==> config.mk <==
export PLATFORM = sky130hd
export DESIGN_NAME = interrupt_vector_priority_resolver
export DESIGN_NICKNAME = d
export VERILOG_FILES = /design/src/verilog/vec_pkg.sv /design/src/verilog/interrupt_vector_priority_resolver.sv
export SDC_FILE = /design/constraint.sdc
export NUM_CORES = 1
export LEC_CHECK = 0
export BUFFER_PORTS_ARGS = -buffer_cell sky130_fd_sc_hd__clkbuf_2
export CORE_MARGIN = 10
export CORE_UTILIZATION = 55
export DETAILED_ROUTE_END_ITERATION = 10
export GPL_TIMING_DRIVEN = 0
export PLACE_DENSITY = 0.84
export SLEW_MARGIN = 0
export SYNTH_ARGS = -nofsm -noshare
export SYNTH_HDL_FRONTEND = slang
export SYNTH_SLANG_ARGS = --single-unit
==> constraint.sdc <==
create_clock -name core_clk -period 9.1 [get_ports core_clk]
set_input_delay 1.82 -clock core_clk [delete_from_list [all_inputs] [get_ports core_clk]]
set_output_delay 1.82 -clock core_clk [all_outputs]
set_load 0.005 [all_outputs]
==> src/verilog/vec_pkg.sv <==
// Vector numbers, priority-level bit positions and request carrier types
package vec_pkg;

    localparam int VEC_W = 7;
    localparam int ADDR_W = 24;
    localparam int NREQ = 104;
    localparam int LVL_BITS = 8;

    // Fixed vector numbers
    localparam logic [6:0] VEC_NMI = 7'h07;
    localparam logic [6:0] VEC_IRQ0 = 7'h10;
    localparam logic [6:0] VEC_KEY = 7'h16;
    localparam logic [6:0] VEC_SWDT = 7'h18;
    localparam logic [6:0] VEC_WDT0 = 7'h19;
    localparam logic [6:0] VEC_WDT1 = 7'h1A;
    localparam logic [6:0] VEC_PCBRK = 7'h1B;
    localparam logic [6:0] VEC_ADC = 7'h1C;
    localparam logic [6:0] VEC_FRT = 7'h30;
    localparam logic [6:0] VEC_TMR0 = 7'h40;
    localparam logic [6:0] VEC_TMR1 = 7'h44;
    localparam logic [6:0] VEC_TMRYX = 7'h48;
    localparam logic [6:0] VEC_HOST = 7'h4C;
    localparam logic [6:0] VEC_SCI0 = 7'h50;
    localparam logic [6:0] VEC_SCI1 = 7'h54;
    localparam logic [6:0] VEC_SCI2 = 7'h58;
    localparam logic [6:0] VEC_I2C0 = 7'h5C;
    localparam logic [6:0] VEC_I2C1 = 7'h5E;

    // Vector address scaling: shift by 1 (normal) or 2 (advanced)
    localparam int NORM_SHIFT = 1;
    localparam int ADV_SHIFT = 2;

    // Priority-level bit positions, registers A, B, C
    localparam int A_IRQ0 = 7;
    localparam int A_IRQ1 = 6;
    localparam int A_IRQ23 = 5;
    localparam int A_IRQ45 = 4;
    localparam int A_IRQ67 = 3;
    localparam int A_SWDT = 2;
    localparam int A_WDT0 = 1;
    localparam int A_WDT1 = 0;
    localparam int B_ADC = 7;
    localparam int B_FRT = 6;
    localparam int B_TMR0 = 3;
    localparam int B_TMR1 = 2;
    localparam int B_TMRYX = 1;
    localparam int B_HOST = 0;
    localparam int C_SCI0 = 7;
    localparam int C_SCI1 = 6;
    localparam int C_SCI2 = 5;
    localparam int C_I2C0 = 4;
    localparam int C_I2C1 = 3;

    localparam logic [7:0] LVL_RESET = 8'h00;

    typedef struct packed {
        logic [7:0] a;
        logic [7:0] b;
        logic [7:0] c;
    } priority_level_register_t;

    typedef struct packed {
        logic       nmi;
        logic [7:0] irq;
        logic       key_sense_inputs;
        logic       sw_transfer_end_req;
        logic       watchdog0_overflow_req;
        logic       watchdog1_overflow_req;
        logic       pc_break_req;
        logic       conversion_end_req;
        logic [6:0] frt_req;
        logic [2:0] tmr0_req;
        logic [2:0] tmr1_req;
        logic [3:0] tmryx_req;
        logic       host_buf1_full_req;
        logic       host_buf2_full_req;
        logic [3:0] serial0_req;
        logic [3:0] serial1_req;
        logic [3:0] serial2_req;
        logic       i2c0_byte_done_req;
        logic       i2c_format_switch_req;
        logic       i2c1_byte_done_req;
    } irq_req_t;

    typedef struct packed {
        logic              valid;
        logic [VEC_W-1:0]  number;
        logic [ADDR_W-1:0] address;
    } vec_out_t;

endpackage

==> src/verilog/interrupt_vector_priority_resolver.sv <==
// Interrupt vector mapping and priority resolution
//
// Our own choices: the address-and-strobe port and the placing of the registers.
`timescale 1ns/1ps

// Operation
// - Equal level: lowest vector number wins
// - Level bit raises whole module
// - Ties and intra-module order fixed
// - Address is vector times two or four
// - Pin request level bits, key shares 22
// - Vectors 24-27, break has no bit
// - Conversion end 28 under B7
// - Free-running timer vectors 48 to 54
// - Timer channels 64-66 and 68-70
// - Y/X timer pair vectors 72-75
// - Host buffer full vectors 76, 77
// - Serial channels four vectors from 80/84/88
// - I2C vectors 92, 93, 94
// - Pin requests 0-7 on vectors 16-23
module interrupt_vector_priority_resolver (
    input  wire logic                              core_clk,
    input  wire logic                              rst,
    input  wire logic                              advanced_mode,
    input  wire vec_pkg::irq_req_t                 req,
    input  wire logic [1:0]                        lvl_addr,
    input  wire logic [7:0]                        lvl_wdata,
    input  wire logic                              lvl_wr,
    input  wire logic                              lvl_rd,
    output logic      [7:0]                        lvl_rdata,
    output vec_pkg::vec_out_t                      vec_out
);
    import vec_pkg::*;

    // ------------------------------------------------------------
    // Priority-level registers
    // ------------------------------------------------------------
    priority_level_register_t lvl_r;
    priority_level_register_t lvl_nxt;
    logic [7:0]               rdata_r;
    logic [7:0]               rdata_nxt;

    always_comb begin
        lvl_nxt = lvl_r;
        rdata_nxt = 8'h00;
        if (lvl_wr) begin
            unique case (lvl_addr)
                2'h0: lvl_nxt.a = lvl_wdata;
                2'h1: lvl_nxt.b = lvl_wdata;
                2'h2: lvl_nxt.c = lvl_wdata;
                default: ;
            endcase
        end
        if (lvl_rd) begin
            unique case (lvl_addr)
                2'h0: rdata_nxt = lvl_r.a;
                2'h1: rdata_nxt = lvl_r.b;
                2'h2: rdata_nxt = lvl_r.c;
                default: rdata_nxt = 8'h00;
            endcase
        end
    end

    always_ff @(posedge core_clk or posedge rst) begin
        if (rst) begin
            lvl_r <= '{a: LVL_RESET, b: LVL_RESET, c: LVL_RESET};
            rdata_r <= 8'h00;
        end else begin
            lvl_r <= lvl_nxt;
            rdata_r <= rdata_nxt;
        end
    end

    assign lvl_rdata = rdata_r;

    // ------------------------------------------------------------
    // Per-vector request and level maps
    // ------------------------------------------------------------
    logic [NREQ-1:0] pend;
    logic [NREQ-1:0] hi;

    always_comb begin
        pend = '0;
        hi = '0;
        pend[VEC_NMI] = req.nmi;
        for (int i = 0; i < 8; i++) begin
            pend[VEC_IRQ0 + i] = req.irq[i];
        end
        pend[VEC_KEY] = req.irq[6] | req.key_sense_inputs;
        hi[VEC_IRQ0] = lvl_r.a[A_IRQ0];
        hi[VEC_IRQ0 + 1] = lvl_r.a[A_IRQ1];
        for (int i = 0; i < 2; i++) begin
            hi[VEC_IRQ0 + 2 + i] = lvl_r.a[A_IRQ23];
            hi[VEC_IRQ0 + 4 + i] = lvl_r.a[A_IRQ45];
            hi[VEC_IRQ0 + 6 + i] = lvl_r.a[A_IRQ67];
        end
        pend[VEC_SWDT] = req.sw_transfer_end_req;
        pend[VEC_WDT0] = req.watchdog0_overflow_req;
        pend[VEC_WDT1] = req.watchdog1_overflow_req;
        pend[VEC_PCBRK] = req.pc_break_req;
        hi[VEC_SWDT] = lvl_r.a[A_SWDT];
        hi[VEC_WDT0] = lvl_r.a[A_WDT0];
        hi[VEC_WDT1] = lvl_r.a[A_WDT1];
        pend[VEC_ADC] = req.conversion_end_req;
        hi[VEC_ADC] = lvl_r.b[B_ADC];
        for (int i = 0; i < 7; i++) begin
            pend[VEC_FRT + i] = req.frt_req[i];
            hi[VEC_FRT + i] = lvl_r.b[B_FRT];
        end
        for (int i = 0; i < 3; i++) begin
            pend[VEC_TMR0 + i] = req.tmr0_req[i];
            hi[VEC_TMR0 + i] = lvl_r.b[B_TMR0];
            pend[VEC_TMR1 + i] = req.tmr1_req[i];
            hi[VEC_TMR1 + i] = lvl_r.b[B_TMR1];
        end
        for (int i = 0; i < 4; i++) begin
            pend[VEC_TMRYX + i] = req.tmryx_req[i];
            hi[VEC_TMRYX + i] = lvl_r.b[B_TMRYX];
        end
        pend[VEC_HOST] = req.host_buf1_full_req;
        pend[VEC_HOST + 1] = req.host_buf2_full_req;
        hi[VEC_HOST] = lvl_r.b[B_HOST];
        hi[VEC_HOST + 1] = lvl_r.b[B_HOST];
        for (int i = 0; i < 4; i++) begin
            pend[VEC_SCI0 + i] = req.serial0_req[i];
            pend[VEC_SCI1 + i] = req.serial1_req[i];
            pend[VEC_SCI2 + i] = req.serial2_req[i];
            hi[VEC_SCI0 + i] = lvl_r.c[C_SCI0];
            hi[VEC_SCI1 + i] = lvl_r.c[C_SCI1];
            hi[VEC_SCI2 + i] = lvl_r.c[C_SCI2];
        end
        pend[VEC_I2C0] = req.i2c0_byte_done_req;
        pend[VEC_I2C0 + 1] = req.i2c_format_switch_req;
        pend[VEC_I2C1] = req.i2c1_byte_done_req;
        hi[VEC_I2C0] = lvl_r.c[C_I2C0];
        hi[VEC_I2C0 + 1] = lvl_r.c[C_I2C0];
        hi[VEC_I2C1] = lvl_r.c[C_I2C1];
    end

    // ------------------------------------------------------------
    // Resolution
    // ------------------------------------------------------------
    logic [NREQ-1:0] cand;
    logic            found;
    logic [6:0]      win;
    vec_out_t        out_r;
    vec_out_t        out_nxt;

    always_comb begin
        cand = (|(pend & hi)) ? (pend & hi) : pend;
        if (pend[VEC_NMI]) begin
            cand = '0;
            cand[VEC_NMI] = 1'b1;
        end
        found = 1'b0;
        win = 7'h00;
        for (int i = NREQ - 1; i >= 0; i--) begin
            if (cand[i]) begin
                found = 1'b1;
                win = 7'(i);
            end
        end
        out_nxt.valid = found;
        out_nxt.number = found ? win : 7'h00;
        out_nxt.address = !found ? 24'h000000 :
            (advanced_mode ? (24'(win) << ADV_SHIFT)
                           : (24'(win) << NORM_SHIFT));
    end

    always_ff @(posedge core_clk or posedge rst) begin
        if (rst) begin
            out_r <= '0;
        end else begin
            out_r <= out_nxt;
        end
    end

    assign vec_out = out_r;

endmodule // interrupt_vector_priority_resolver

==> results of run 1 <==
how the worst max path moves through the flow:
stage            start          to  slack [ns]  cells after the start
3_3_place_gp   req[31]  vec_out[2]        4.01                     11
6_report       req[31]  vec_out[7]        4.09                     12
4_1_cts        req[27]  vec_out[2]        4.30                     11
5_1_grt        req[17]  vec_out[4]        3.92                     12
3_5_place_dp   req[27]  vec_out[2]        3.97                     11
2_1_floorplan   req[7]  vec_out[2]        4.54                     10
synthesized netlist by cell type (4+ instances only):
cell type / instances / share of area, %
sky130_fd_sc_hd__a21o_1: 5 / 1.1
sky130_fd_sc_hd__a21oi_1: 22 / 3.2
sky130_fd_sc_hd__a31oi_1: 7 / 1.3
sky130_fd_sc_hd__a41oi_1: 4 / 1.0
sky130_fd_sc_hd__and2_1: 20 / 3.6
sky130_fd_sc_hd__buf_4: 16 / 3.4
sky130_fd_sc_hd__clkbuf_1: 8 / 0.86
sky130_fd_sc_hd__dfrtp_1: 48 / 34
sky130_fd_sc_hd__inv_1: 17 / 1.8
sky130_fd_sc_hd__mux2_2: 25 / 8.1
sky130_fd_sc_hd__mux2i_1: 9 / 2.6
sky130_fd_sc_hd__nand2_1: 29 / 3.1
sky130_fd_sc_hd__nand2b_1: 4 / 0.72
sky130_fd_sc_hd__nand3_1: 5 / 0.72
sky130_fd_sc_hd__nand3b_1: 4 / 0.86
sky130_fd_sc_hd__nor2_1: 30 / 3.2
sky130_fd_sc_hd__nor2b_1: 5 / 0.90
sky130_fd_sc_hd__nor3_1: 12 / 1.7
sky130_fd_sc_hd__nor3b_1: 6 / 1.3
sky130_fd_sc_hd__nor4_1: 6 / 1.1
sky130_fd_sc_hd__o21ai_0: 30 / 4.3
sky130_fd_sc_hd__o22ai_1: 9 / 1.6
sky130_fd_sc_hd__o41ai_1: 4 / 1.0
sky130_fd_sc_hd__or4_1: 4 / 0.86
sequential cells by signal, summed over array words and instances, names as in the netlist:
signal     count
lvl_rdata      8
vec_out       16
lvl_r          5
hi            19
worst max-delay path: stages:
cell and delay (ns):
sky130_fd_sc_hd__clkbuf_2 0.09, sky130_fd_sc_hd__nor3_1 0.42, sky130_fd_sc_hd__a21boi_1 0.25, sky130_fd_sc_hd__nor3_1 0.45
sky130_fd_sc_hd__clkbuf_1 0.48, sky130_fd_sc_hd__buf_2 0.35, sky130_fd_sc_hd__a21oi_1 0.15, sky130_fd_sc_hd__o221ai_1 0.38
sky130_fd_sc_hd__a21boi_1 0.15, sky130_fd_sc_hd__nor2b_1 0.19, sky130_fd_sc_hd__or3_1 0.35, sky130_fd_sc_hd__a21oi_1 0.14
per-layer routing:
metal	vias to the layer above	wire length [um]
li1	1696	-
met1	1769	4900
met2	203	5800
met3	23	1090
met4	0	213
met5	-	0
power groups by stage:
stage                     clock (mW)  sequential (mW)  combinational, mW
after global placement             0            0.278              0.230
after CTS                      0.185            0.276              0.238
after detailed placement           0            0.280              0.236
final                          0.183            0.278              0.243
after global routing           0.194            0.280              0.265
after floorplan                    0            0.271              0.154
area by class of cell:
class / instances / area share [%]
tap: 75 / 2.22
multi-input combinational: 319 / 49.3
sequential: 48 / 28.4
buffer: 31 / 4.61
clock inverter: 3 / 1.62
clock buffer: 5 / 1.62
timing repair buffer: 88 / 10.8
inverter: 17 / 1.51
through the flow:
stage | instance area [um2] | setup slack [ns]
finish | 4240 | 4.09
global route | 4240 | 3.92
CTS | 4240 | 4.30
detailed placement | 4100 | 3.97
global placement | 4080 | 4.01
floorplan | 3550 | 4.54
cells by family (layout without fill, tap and decap cells):
family | count (synthesis) | count (layout) | share of synthesized area (%)
buf+inv | 48 | 144 | 7.42
compound gates | 130 | 130 | 26.0
other cells | 1 | 16 | 0.107
simple gates | 139 | 139 | 21.4
flops | 48 | 48 | 34.4
mux | 34 | 34 | 10.6
==> run_summary.xml, run 1 <==
<?xml version="1.0" encoding="UTF-8"?>
<metrics>
  <group name="outcome">
    <metric name="run_status" unit="">finished clean</metric>
  </group>
  <group name="power">
    <metric name="power.leakage" unit="nW">1.96</metric>
    <metric name="ir_worst_vdd" unit="mV">0.132</metric>
    <metric name="p_per_area" unit="nW/um2">166</metric>
    <metric name="seq_power_share" unit="%">39.4</metric>
    <metric name="switchingPower" unit="mW">0.241</metric>
    <metric name="power.share.switching" unit="%">34.2</metric>
    <metric name="internal-power" unit="mW">0.463</metric>
    <metric name="combinational_group_share_of_total_power" unit="%">34.6</metric>
    <metric name="p_clk_share" unit="%">26.0</metric>
    <metric name="finalPower" unit="mW">0.704</metric>
  </group>
  <group name="floorplan">
    <metric name="num_rows" unit="">28</metric>
    <metric name="io_pins" unit="">104</metric>
    <metric name="die-height" unit="um">99.7</metric>
    <metric name="core_region_area" unit="um2">6030</metric>
    <metric name="die_width" unit="um">99.7</metric>
    <metric name="die_area" unit="um2">9940</metric>
    <metric name="initial_utilization" unit="%">58.0</metric>
  </group>
  <group name="finish">
    <metric name="final_cells" unit="">586</metric>
    <metric name="antenna-diode-count" unit="">0</metric>
    <metric name="sequential_cell_area" unit="um2">1200</metric>
    <metric name="final_stage_net_count" unit="">574</metric>
    <metric name="fin_util" unit="%">70.3</metric>
    <metric name="layout_filler_cell_count" unit="">524</metric>
    <metric name="drive_above_1_share" unit="%">30.1</metric>
    <metric name="area_growth" unit="%">21.3</metric>
    <metric name="layout_commonest_cell" unit="">sky130_fd_sc_hd__clkbuf_2</metric>
    <metric name="layout_common_cells" unit="">sky130_fd_sc_hd__clkbuf_2 (87), sky130_fd_sc_hd__dfrtp_1 (48), sky130_fd_sc_hd__o21ai_0 (30), sky130_fd_sc_hd__nor2_1 (30), sky130_fd_sc_hd__nand2_1 (29)</metric>
    <metric name="multi_input_area" unit="um2">2090</metric>
  </group>
  <group name="timing">
    <metric name="final-setup-viol-count" unit="">0</metric>
    <metric name="rsz_0062_raised_after_global_routing" unit="">no</metric>
    <metric name="slew_headroom" unit="%">9.39</metric>
    <metric name="fin_hold_ws" unit="ns">0.515</metric>
    <metric name="hold_viol" unit="">0</metric>
    <metric name="fmax" unit="MHz">200</metric>
    <metric name="finClkSkew" unit="ns">0.0107</metric>
    <metric name="final_min_period_over_clock_period" unit="%">55.0</metric>
    <metric name="tightest_slew" unit="ns">1.36</metric>
    <metric name="totalNegativeSetupSlack" unit="ns">0</metric>
    <metric name="report.final.slew_viol_count" unit="">0</metric>
    <metric name="final.min_clock_period" unit="ns">5.01</metric>
  </group>
  <group name="clock_tree">
    <metric name="cts_buffers" unit="">5</metric>
    <metric name="clkSinkCount" unit="">48</metric>
    <metric name="cts_tree" unit="">yes</metric>
    <metric name="clkTransAtPathRegs" unit="ns">0.09</metric>
    <metric name="postCtsResizedCells" unit="">0</metric>
    <metric name="max-clock-path-buffers" unit="">2</metric>
    <metric name="clock_tree.root_cell" unit="">sky130_fd_sc_hd__clkbuf_8</metric>
    <metric name="clock_latency" unit="ns">0.30</metric>
    <metric name="cts_max_level" unit="">2</metric>
    <metric name="postCtsSetupRepairBufs" unit="">0</metric>
    <metric name="ctsHoldBuffers" unit="">0</metric>
  </group>
  <group name="critical_path">
    <metric name="r2r_cells" unit="">11</metric>
    <metric name="setup.worst_path.class" unit="">primary input to flop</metric>
    <metric name="timing.critical_path.from_type" unit="">primary input</metric>
    <metric name="timing.rr.start" unit="">hi[68]</metric>
    <metric name="timing.rr.end" unit="">vec_out[7]</metric>
    <metric name="rrSetupSlack" unit="ns">5.49</metric>
    <metric name="crit_required" unit="ns">9.32</metric>
    <metric name="arrival_time_at_the_worst_endpoint" unit="ns">5.23</metric>
    <metric name="crit_path_max_fanout" unit="">10</metric>
    <metric name="end_kind" unit="">flop</metric>
  </group>
  <group name="detailed_routing">
    <metric name="route.final.wire_length" unit="um">12000</metric>
    <metric name="final_antenna_net_count" unit="">0</metric>
    <metric name="num_vias" unit="">3691</metric>
    <metric name="drt_iter0_markers" unit="">342</metric>
    <metric name="drc" unit="">0</metric>
    <metric name="drt-wirelength-per-cell" unit="um">20.5</metric>
    <metric name="drt-pass1-iter-count" unit="">5</metric>
    <metric name="route.detailed.vias_per_inst" unit="">6.30</metric>
  </group>
  <group name="global_routing">
    <metric name="grt_overflow" unit="">0</metric>
    <metric name="use_met2" unit="%">39.5</metric>
    <metric name="grt_max_degree" unit="">30</metric>
    <metric name="globalRouteMet1Util" unit="%">28.0</metric>
    <metric name="grt.met3_usage" unit="%">6.02</metric>
    <metric name="initial_antenna_violation_count" unit="">0</metric>
    <metric name="grt_first_pass_wirelength" unit="um">18800</metric>
    <metric name="first_global_vias" unit="">3663</metric>
    <metric name="gr_peak_layer" unit="">met2</metric>
    <metric name="groute.usage.overall" unit="%">23.2</metric>
  </group>
  <group name="yosys">
    <metric name="synth_enable_flop_cells" unit="">0</metric>
    <metric name="synth-seq-cells" unit="">48</metric>
    <metric name="yosysWarningCount" unit="">0</metric>
    <metric name="mapped_cell_area" unit="um2">3490</metric>
    <metric name="synth_async_sr_flop_share" unit="%">100</metric>
    <metric name="synth_cell_type_count" unit="">68</metric>
    <metric name="syn-instance-count" unit="">400</metric>
    <metric name="syn_avg_cell_area" unit="um2">8.73</metric>
    <metric name="yosysSeqAreaShare" unit="%">34.4</metric>
    <metric name="synth_flop_cell" unit="">sky130_fd_sc_hd__dfrtp_1</metric>
  </group>
  <group name="worst_hold_path">
    <metric name="hold-path-cell-count" unit="">1</metric>
    <metric name="hold_end" unit="">lvl_r[2]</metric>
    <metric name="holdCritPathClass" unit="">flop to flop</metric>
    <metric name="worstHoldStart" unit="">lvl_r[2]</metric>
  </group>
  <group name="placement">
    <metric name="hpwlAfterDp" unit="um">9590</metric>
    <metric name="gp_congestion" unit="">0.972</metric>
    <metric name="buffer_ports.inserted" unit="">87</metric>
    <metric name="dp_cells" unit="">578</metric>
  </group>
  <group name="run">
    <metric name="max_cap_violations" unit="">0</metric>
  </group>
</metrics>
Power figures use the tool's default switching activity.
==> run 2: changes to the inputs <==
- CORE_UTILIZATION: 55 -> 53
- PLACE_DENSITY: 0.84 -> 0.82
- clock period: 9.1 -> 4.9 ns (I/O delays scaled with it)
==> run 2 against run 1 <==
First-iteration DRC count is 26% higher. Final cell count is 0.34% higher. Design area hardly changed. Highest routed layer unchanged. Global-route usage is 1.1 points lower. Clock skew is 0.0013 ns higher.
==> run_summary.xml, run 2 (synthesized netlist as in run 1, its figures left out) <==
<?xml version="1.0" encoding="UTF-8"?>
<metrics>
  <group name="outcome">
    <metric name="run_status" unit="">finished clean</metric>
  </group>
  <group name="detailed_routing">
    <metric name="route.final.wire_length" unit="um">11600</metric>
    <metric name="drt-wirelength-per-cell" unit="um">19.7</metric>
    <metric name="final_antenna_net_count" unit="">0</metric>
    <metric name="route.detailed.vias_per_inst" unit="">6.19</metric>
    <metric name="drt-pass1-iter-count" unit="">6</metric>
    <metric name="drt_iter0_markers" unit="">431</metric>
    <metric name="drc" unit="">0</metric>
    <metric name="num_vias" unit="">3638</metric>
  </group>
  <group name="finish">
    <metric name="fin_util" unit="%">66.4</metric>
    <metric name="layout_commonest_cell" unit="">sky130_fd_sc_hd__clkbuf_2</metric>
    <metric name="multi_input_area" unit="um2">2090</metric>
    <metric name="final_stage_net_count" unit="">574</metric>
    <metric name="area_growth" unit="%">21.4</metric>
    <metric name="drive_above_1_share" unit="%">30.1</metric>
    <metric name="number_of_flip_flops_in_the_largest_register" unit="">19</metric>
    <metric name="layout_common_cells" unit="">sky130_fd_sc_hd__clkbuf_2 (87), sky130_fd_sc_hd__dfrtp_1 (48), sky130_fd_sc_hd__o21ai_0 (30), sky130_fd_sc_hd__nor2_1 (30), sky130_fd_sc_hd__nand2_1 (29)</metric>
    <metric name="antenna-diode-count" unit="">0</metric>
    <metric name="sequential_cell_area" unit="um2">1200</metric>
    <metric name="layout_filler_cell_count" unit="">554</metric>
  </group>
  <group name="timing">
    <metric name="final_min_period_over_clock_period" unit="%">83.7</metric>
    <metric name="slew_headroom" unit="%">13.8</metric>
    <metric name="final-setup-viol-count" unit="">0</metric>
    <metric name="post_route_setup_slack" unit="ns">0.799</metric>
    <metric name="rsz_0062_raised_after_global_routing" unit="">no</metric>
    <metric name="hold_viol" unit="">0</metric>
    <metric name="tightest_slew" unit="ns">1.29</metric>
    <metric name="totalNegativeSetupSlack" unit="ns">0</metric>
    <metric name="finClkSkew" unit="ns">0.0120</metric>
    <metric name="report.final.slew_viol_count" unit="">0</metric>
    <metric name="fmax" unit="MHz">244</metric>
    <metric name="final.min_clock_period" unit="ns">4.10</metric>
  </group>
  <group name="clock_tree">
    <metric name="clkSinkCount" unit="">48</metric>
    <metric name="clock_latency" unit="ns">0.32</metric>
    <metric name="clkTransAtPathRegs" unit="ns">0.09</metric>
    <metric name="max-clock-path-buffers" unit="">2</metric>
    <metric name="cts_buffers" unit="">5</metric>
    <metric name="postCtsSetupRepairBufs" unit="">0</metric>
    <metric name="cts_max_level" unit="">2</metric>
    <metric name="clock_tree.root_cell" unit="">sky130_fd_sc_hd__clkbuf_8</metric>
    <metric name="postCtsResizedCells" unit="">0</metric>
    <metric name="ctsHoldBuffers" unit="">0</metric>
    <metric name="cts_tree" unit="">yes</metric>
  </group>
  <group name="power">
    <metric name="ir_worst_vdd" unit="mV">0.255</metric>
    <metric name="power.share.switching" unit="%">34.4</metric>
    <metric name="finalPower" unit="mW">1.31</metric>
    <metric name="p_clk_share" unit="%">26.9</metric>
    <metric name="power.leakage" unit="nW">1.96</metric>
    <metric name="internal-power" unit="mW">0.859</metric>
    <metric name="combinational_group_share_of_total_power" unit="%">34.1</metric>
    <metric name="switchingPower" unit="mW">0.451</metric>
    <metric name="seq_power_share" unit="%">39.1</metric>
    <metric name="p_per_area" unit="nW/um2">309</metric>
  </group>
  <group name="critical_path">
    <metric name="crit_required" unit="ns">5.13</metric>
    <metric name="r2r_cells" unit="">11</metric>
    <metric name="crit_path_max_fanout" unit="">10</metric>
    <metric name="setup.worst_path.class" unit="">primary input to flop</metric>
    <metric name="timing.rr.end" unit="">vec_out[7]</metric>
    <metric name="rrSetupSlack" unit="ns">1.28</metric>
    <metric name="arrival_time_at_the_worst_endpoint" unit="ns">4.33</metric>
    <metric name="end_kind" unit="">flop</metric>
    <metric name="timing.rr.start" unit="">hi[68]</metric>
    <metric name="timing.critical_path.from_type" unit="">primary input</metric>
  </group>
  <group name="floorplan">
    <metric name="num_rows" unit="">29</metric>
    <metric name="core_region_area" unit="um2">6390</metric>
    <metric name="die_width" unit="um">101</metric>
    <metric name="initial_utilization" unit="%">54.7</metric>
    <metric name="die_area" unit="um2">10200</metric>
    <metric name="io_pins" unit="">104</metric>
    <metric name="die-height" unit="um">101</metric>
  </group>
  <group name="global_routing">
    <metric name="initial_antenna_violation_count" unit="">0</metric>
    <metric name="grt_overflow" unit="">0</metric>
    <metric name="groute.usage.overall" unit="%">22.1</metric>
    <metric name="grt_first_pass_wirelength" unit="um">18200</metric>
    <metric name="grt_max_degree" unit="">31</metric>
    <metric name="first_global_vias" unit="">3625</metric>
  </group>
  <group name="worst_hold_path">
    <metric name="worstHoldStart" unit="">lvl_r[13]</metric>
    <metric name="holdCritPathClass" unit="">flop to flop</metric>
    <metric name="hold_end" unit="">lvl_r[13]</metric>
    <metric name="hold-path-cell-count" unit="">1</metric>
  </group>
  <group name="placement">
    <metric name="buffer_ports.inserted" unit="">87</metric>
    <metric name="detailedPlace.worstSlack" unit="ns">0.599</metric>
    <metric name="hpwlAfterDp" unit="um">9140</metric>
    <metric name="gp_congestion" unit="">0.998</metric>
  </group>
  <group name="run">
    <metric name="max_cap_violations" unit="">0</metric>
  </group>
</metrics>
## run 2: cell counts in the layout (fill, tap and decap cells not counted)
No cell type changed its count.
## run 2: how the worst max path moves through the flow
stage,slack [ns],from,cells past startpoint,end
finish,0.80,req[27],12,vec_out[7]
global route,0.52,req[17],12,vec_out[5]
floorplan,1.18,req[7],10,vec_out[2]
detailed placement,0.60,req[27],11,vec_out[2]
CTS,0.92,req[27],11,vec_out[2]
global placement,0.62,req[17],11,vec_out[2]
## run 2: worst max-delay path: stages
cell and delay (ns):
sky130_fd_sc_hd__clkbuf_2 0.11, sky130_fd_sc_hd__nor4_1 0.37, sky130_fd_sc_hd__a21boi_1 0.23, sky130_fd_sc_hd__nor3_1 0.46, sky130_fd_sc_hd__clkbuf_1 0.48, sky130_fd_sc_hd__buf_2 0.35, sky130_fd_sc_hd__a21oi_1 0.14, sky130_fd_sc_hd__o221ai_1 0.38
sky130_fd_sc_hd__a21boi_1 0.16, sky130_fd_sc_hd__nor2b_1 0.18, sky130_fd_sc_hd__or3_1 0.35, sky130_fd_sc_hd__a21oi_1 0.14
## run 2: power groups by stage
| stage | registers, mW | logic [mW] | clock network (mW) |
|---|---|---|---|
| 5_1_grt | 0.519 | 0.489 | 0.371 |
| 3_5_place_dp | 0.518 | 0.434 | 0 |
| 4_1_cts | 0.510 | 0.437 | 0.354 |
| 2_1_floorplan | 0.503 | 0.287 | 0 |
| 3_3_place_gp | 0.515 | 0.425 | 0 |
| 6_report | 0.512 | 0.447 | 0.352 |
## run 2: layout make-up
| cell class | count | share of cell area (%) |
|---|---|---|
| clock buffers | 5 | 1.62 |
| inverters | 17 | 1.51 |
| clock inverters | 3 | 1.62 |
| well taps | 77 | 2.27 |
| flip-flops and latches | 48 | 28.3 |
| plain buffers | 31 | 4.61 |
| multi-input cells | 319 | 49.3 |
| repair buffers | 88 | 10.7 |
## run 2: stage by stage
step	instance area (um2)	cells	hold WS, ns
floorplan	3550	415	0.479
global placement	4080	579	0.487
detailed placement	4100	580	0.495
CTS	4240	588	0.517
global route	4240	588	0.527
finish	4240	588	0.520
## run 2: metal layers
metal / global-route usage [%] / wire length (um) / up-vias
met5: 0 / 0 / -
met4: 5.68 / 189 / 0
met3: 5.58 / 1150 / 20
met2: 37.5 / 5560 / 210
met1: 27.4 / 4680 / 1706
li1: - / - / 1702
==> run 3: changes to the inputs <==
- clock period: 4.9 -> 4.05 ns (I/O delays scaled with it)
==> run 3 against run 2 <==
Worst hold slack got worse by 0.079 ns. Core utilization about the same. Non-clock buffer count unchanged. Flip-flop and latch count unchanged. Total power increased by 21%. Sequential power increased by 21%. Clock-buffer cell count unchanged.
==> run_summary.xml, run 3 (synthesized netlist as in run 1, its figures left out) <==
<?xml version="1.0" encoding="UTF-8"?>
<metrics>
  <group name="outcome">
    <metric name="run_status" unit="">finished clean</metric>
  </group>
  <group name="finish">
    <metric name="sequential_cell_area" unit="um2">1200</metric>
    <metric name="drive_above_1_share" unit="%">30.3</metric>
    <metric name="final_stage_net_count" unit="">574</metric>
    <metric name="multi_input_area" unit="um2">2090</metric>
    <metric name="number_of_flip_flops_in_the_largest_register" unit="">19</metric>
    <metric name="post-route-cell-area" unit="um2">4240</metric>
    <metric name="fin_util" unit="%">66.4</metric>
    <metric name="antenna-diode-count" unit="">0</metric>
    <metric name="area_growth" unit="%">21.4</metric>
    <metric name="layout_filler_cell_count" unit="">554</metric>
    <metric name="layout_common_cells" unit="">sky130_fd_sc_hd__clkbuf_2 (88), sky130_fd_sc_hd__dfrtp_1 (48), sky130_fd_sc_hd__o21ai_0 (30), sky130_fd_sc_hd__nor2_1 (30), sky130_fd_sc_hd__nand2_1 (29)</metric>
    <metric name="layout_commonest_cell" unit="">sky130_fd_sc_hd__clkbuf_2</metric>
    <metric name="final_cells" unit="">588</metric>
  </group>
  <group name="floorplan">
    <metric name="initial_utilization" unit="%">54.7</metric>
    <metric name="die-height" unit="um">101</metric>
    <metric name="die_width" unit="um">101</metric>
    <metric name="num_rows" unit="">29</metric>
    <metric name="core_region_area" unit="um2">6390</metric>
    <metric name="die_area" unit="um2">10200</metric>
    <metric name="io_pins" unit="">104</metric>
  </group>
  <group name="critical_path">
    <metric name="setup.worst_path.class" unit="">primary input to flop</metric>
    <metric name="arrival_time_at_the_worst_endpoint" unit="ns">4.03</metric>
    <metric name="path_buf_inv" unit="">1</metric>
    <metric name="timing.rr.end" unit="">vec_out[2]</metric>
    <metric name="crit_required" unit="ns">4.23</metric>
    <metric name="crit_slowest_cell" unit="">sky130_fd_sc_hd__or4_4</metric>
    <metric name="crit_chain" unit="">clkbuf_2 &gt; or4_4 &gt; a22o_1 &gt; nor4_4 &gt; a41oi_1 &gt; and2_1 &gt; and4b_1 &gt; or4b_1 &gt; a211oi_2 &gt; o22ai_1</metric>
    <metric name="path_delay_family" unit="">simple AND/OR/NAND/NOR gates</metric>
    <metric name="crit_path_max_fanout" unit="">4</metric>
    <metric name="rrSetupSlack" unit="ns">0.54</metric>
    <metric name="timing.critical_path.from_type" unit="">primary input</metric>
    <metric name="slowest_stage_delay_cp" unit="ns">0.56</metric>
    <metric name="end_kind" unit="">flop</metric>
    <metric name="r2r_cells" unit="">9</metric>
    <metric name="timing.rr.start" unit="">hi[17]</metric>
  </group>
  <group name="timing">
    <metric name="fmax" unit="MHz">260</metric>
    <metric name="post_route_setup_slack" unit="ns">0.201</metric>
    <metric name="rsz_0062_raised_after_global_routing" unit="">no</metric>
    <metric name="totalNegativeSetupSlack" unit="ns">0</metric>
    <metric name="finClkSkew" unit="ns">0.0119</metric>
    <metric name="final.min_clock_period" unit="ns">3.85</metric>
    <metric name="slew_headroom" unit="%">15.1</metric>
    <metric name="report.final.slew_viol_count" unit="">0</metric>
    <metric name="final-setup-viol-count" unit="">0</metric>
    <metric name="fin_hold_ws" unit="ns">0.440</metric>
    <metric name="final_min_period_over_clock_period" unit="%">95.0</metric>
    <metric name="hold_viol" unit="">0</metric>
    <metric name="tightest_slew" unit="ns">1.27</metric>
  </group>
  <group name="global_routing">
    <metric name="groute.usage.overall" unit="%">22.1</metric>
    <metric name="grt_overflow" unit="">0</metric>
    <metric name="grt_first_pass_wirelength" unit="um">18200</metric>
    <metric name="first_global_vias" unit="">3625</metric>
    <metric name="initial_antenna_violation_count" unit="">0</metric>
    <metric name="grt_max_degree" unit="">31</metric>
  </group>
  <group name="detailed_routing">
    <metric name="drt_iter0_markers" unit="">431</metric>
    <metric name="drc" unit="">0</metric>
    <metric name="drt-wirelength-per-cell" unit="um">19.7</metric>
    <metric name="route.final.wire_length" unit="um">11600</metric>
    <metric name="final_antenna_net_count" unit="">0</metric>
    <metric name="route.detailed.vias_per_inst" unit="">6.28</metric>
    <metric name="drt-pass1-iter-count" unit="">6</metric>
    <metric name="num_vias" unit="">3691</metric>
  </group>
  <group name="clock_tree">
    <metric name="cts_buffers" unit="">5</metric>
    <metric name="cts_tree" unit="">yes</metric>
    <metric name="clkTransAtPathRegs" unit="ns">0.10</metric>
    <metric name="clock_latency" unit="ns">0.31</metric>
    <metric name="clock_tree.root_cell" unit="">sky130_fd_sc_hd__clkbuf_8</metric>
    <metric name="max-clock-path-buffers" unit="">2</metric>
    <metric name="postCtsSetupRepairBufs" unit="">0</metric>
    <metric name="cts_max_level" unit="">2</metric>
    <metric name="clkSinkCount" unit="">48</metric>
    <metric name="ctsHoldBuffers" unit="">0</metric>
  </group>
  <group name="power">
    <metric name="finalPower" unit="mW">1.59</metric>
    <metric name="power.share.switching" unit="%">34.4</metric>
    <metric name="internal-power" unit="mW">1.04</metric>
    <metric name="ir_worst_vdd" unit="mV">0.309</metric>
    <metric name="switchingPower" unit="mW">0.545</metric>
    <metric name="p_per_area" unit="nW/um2">374</metric>
    <metric name="power.leakage" unit="nW">1.96</metric>
    <metric name="combinational_group_share_of_total_power" unit="%">34.2</metric>
    <metric name="p_clk_share" unit="%">26.8</metric>
    <metric name="seq_power_share" unit="%">39.0</metric>
  </group>
  <group name="worst_hold_path">
    <metric name="holdCritPathClass" unit="">primary input to async pin</metric>
  </group>
  <group name="placement">
    <metric name="detailedPlace.worstSlack" unit="ns">-0.0805</metric>
    <metric name="buffer_ports.inserted" unit="">87</metric>
    <metric name="gp_congestion" unit="">0.998</metric>
    <metric name="dp_cells" unit="">580</metric>
    <metric name="hpwlAfterDp" unit="um">9140</metric>
    <metric name="detailed_place.area" unit="um2">4100</metric>
  </group>
  <group name="run">
    <metric name="max_cap_violations" unit="">0</metric>
  </group>
</metrics>
[run 3: repair_timing]
action                     CTS  global route
resized for setup            0             2
setup endpoints to repair    0            10
hold endpoints to repair     0             0
[run 3: worst max-delay path by stage]
| stage | cells after the start | endpoint | slack [ns] | start |
|---|---|---|---|---|
| 2_1_floorplan | 10 | vec_out[2] | 0.50 | req[7] |
| 3_3_place_gp | 11 | vec_out[2] | -0.06 | req[17] |
| 3_5_place_dp | 11 | vec_out[2] | -0.08 | req[27] |
| 4_1_cts | 11 | vec_out[2] | 0.24 | req[27] |
| 5_1_grt | 12 | vec_out[5] | 0.01 | req[17] |
| 6_report | 10 | vec_out[2] | 0.20 | req[7] |
[run 3: area by class of cell]
type                    instances  area share, %
multi-input cells             319           49.3
flip-flops and latches         48           28.3
repair buffers                 88           10.7
plain buffers                  31           4.63
well taps                      77           2.27
clock buffers                   5           1.62
clock inverters                 3           1.62
inverters                      17           1.51
[run 3: power by group through the flow]
| stage | Clock [mW] | Sequential [mW] | Combinational (mW) |
|---|---|---|---|
| floorplan | 0 | 0.608 | 0.347 |
| global placement | 0 | 0.623 | 0.514 |
| detailed placement | 0 | 0.627 | 0.525 |
| CTS | 0.429 | 0.618 | 0.528 |
| global route | 0.449 | 0.627 | 0.591 |
| finish | 0.425 | 0.619 | 0.541 |
[run 3: worst reg2reg max path, stage by stage, from the launching register on]
cell and delay (ns):
sky130_fd_sc_hd__dfrtp_1 0.41, sky130_fd_sc_hd__and2_1 0.19, sky130_fd_sc_hd__or4_1 0.57, sky130_fd_sc_hd__nor4_4 0.33, sky130_fd_sc_hd__a41oi_1 0.32, sky130_fd_sc_hd__and2_1 0.28
sky130_fd_sc_hd__and4b_1 0.22, sky130_fd_sc_hd__or4b_1 0.56, sky130_fd_sc_hd__a211oi_2 0.36, sky130_fd_sc_hd__o22ai_1 0.14
[run 3: metal layers]
layer  vias up  part of all wire [%]  wire length, um  track usage (%)
met5         -                     0                0                0
met4         0                   1.9              220             5.68
met3        25                   9.9             1150             5.58
met2       227                    48             5530             37.5
met1      1735                    40             4670             27.4
li1       1704                     -                -                -
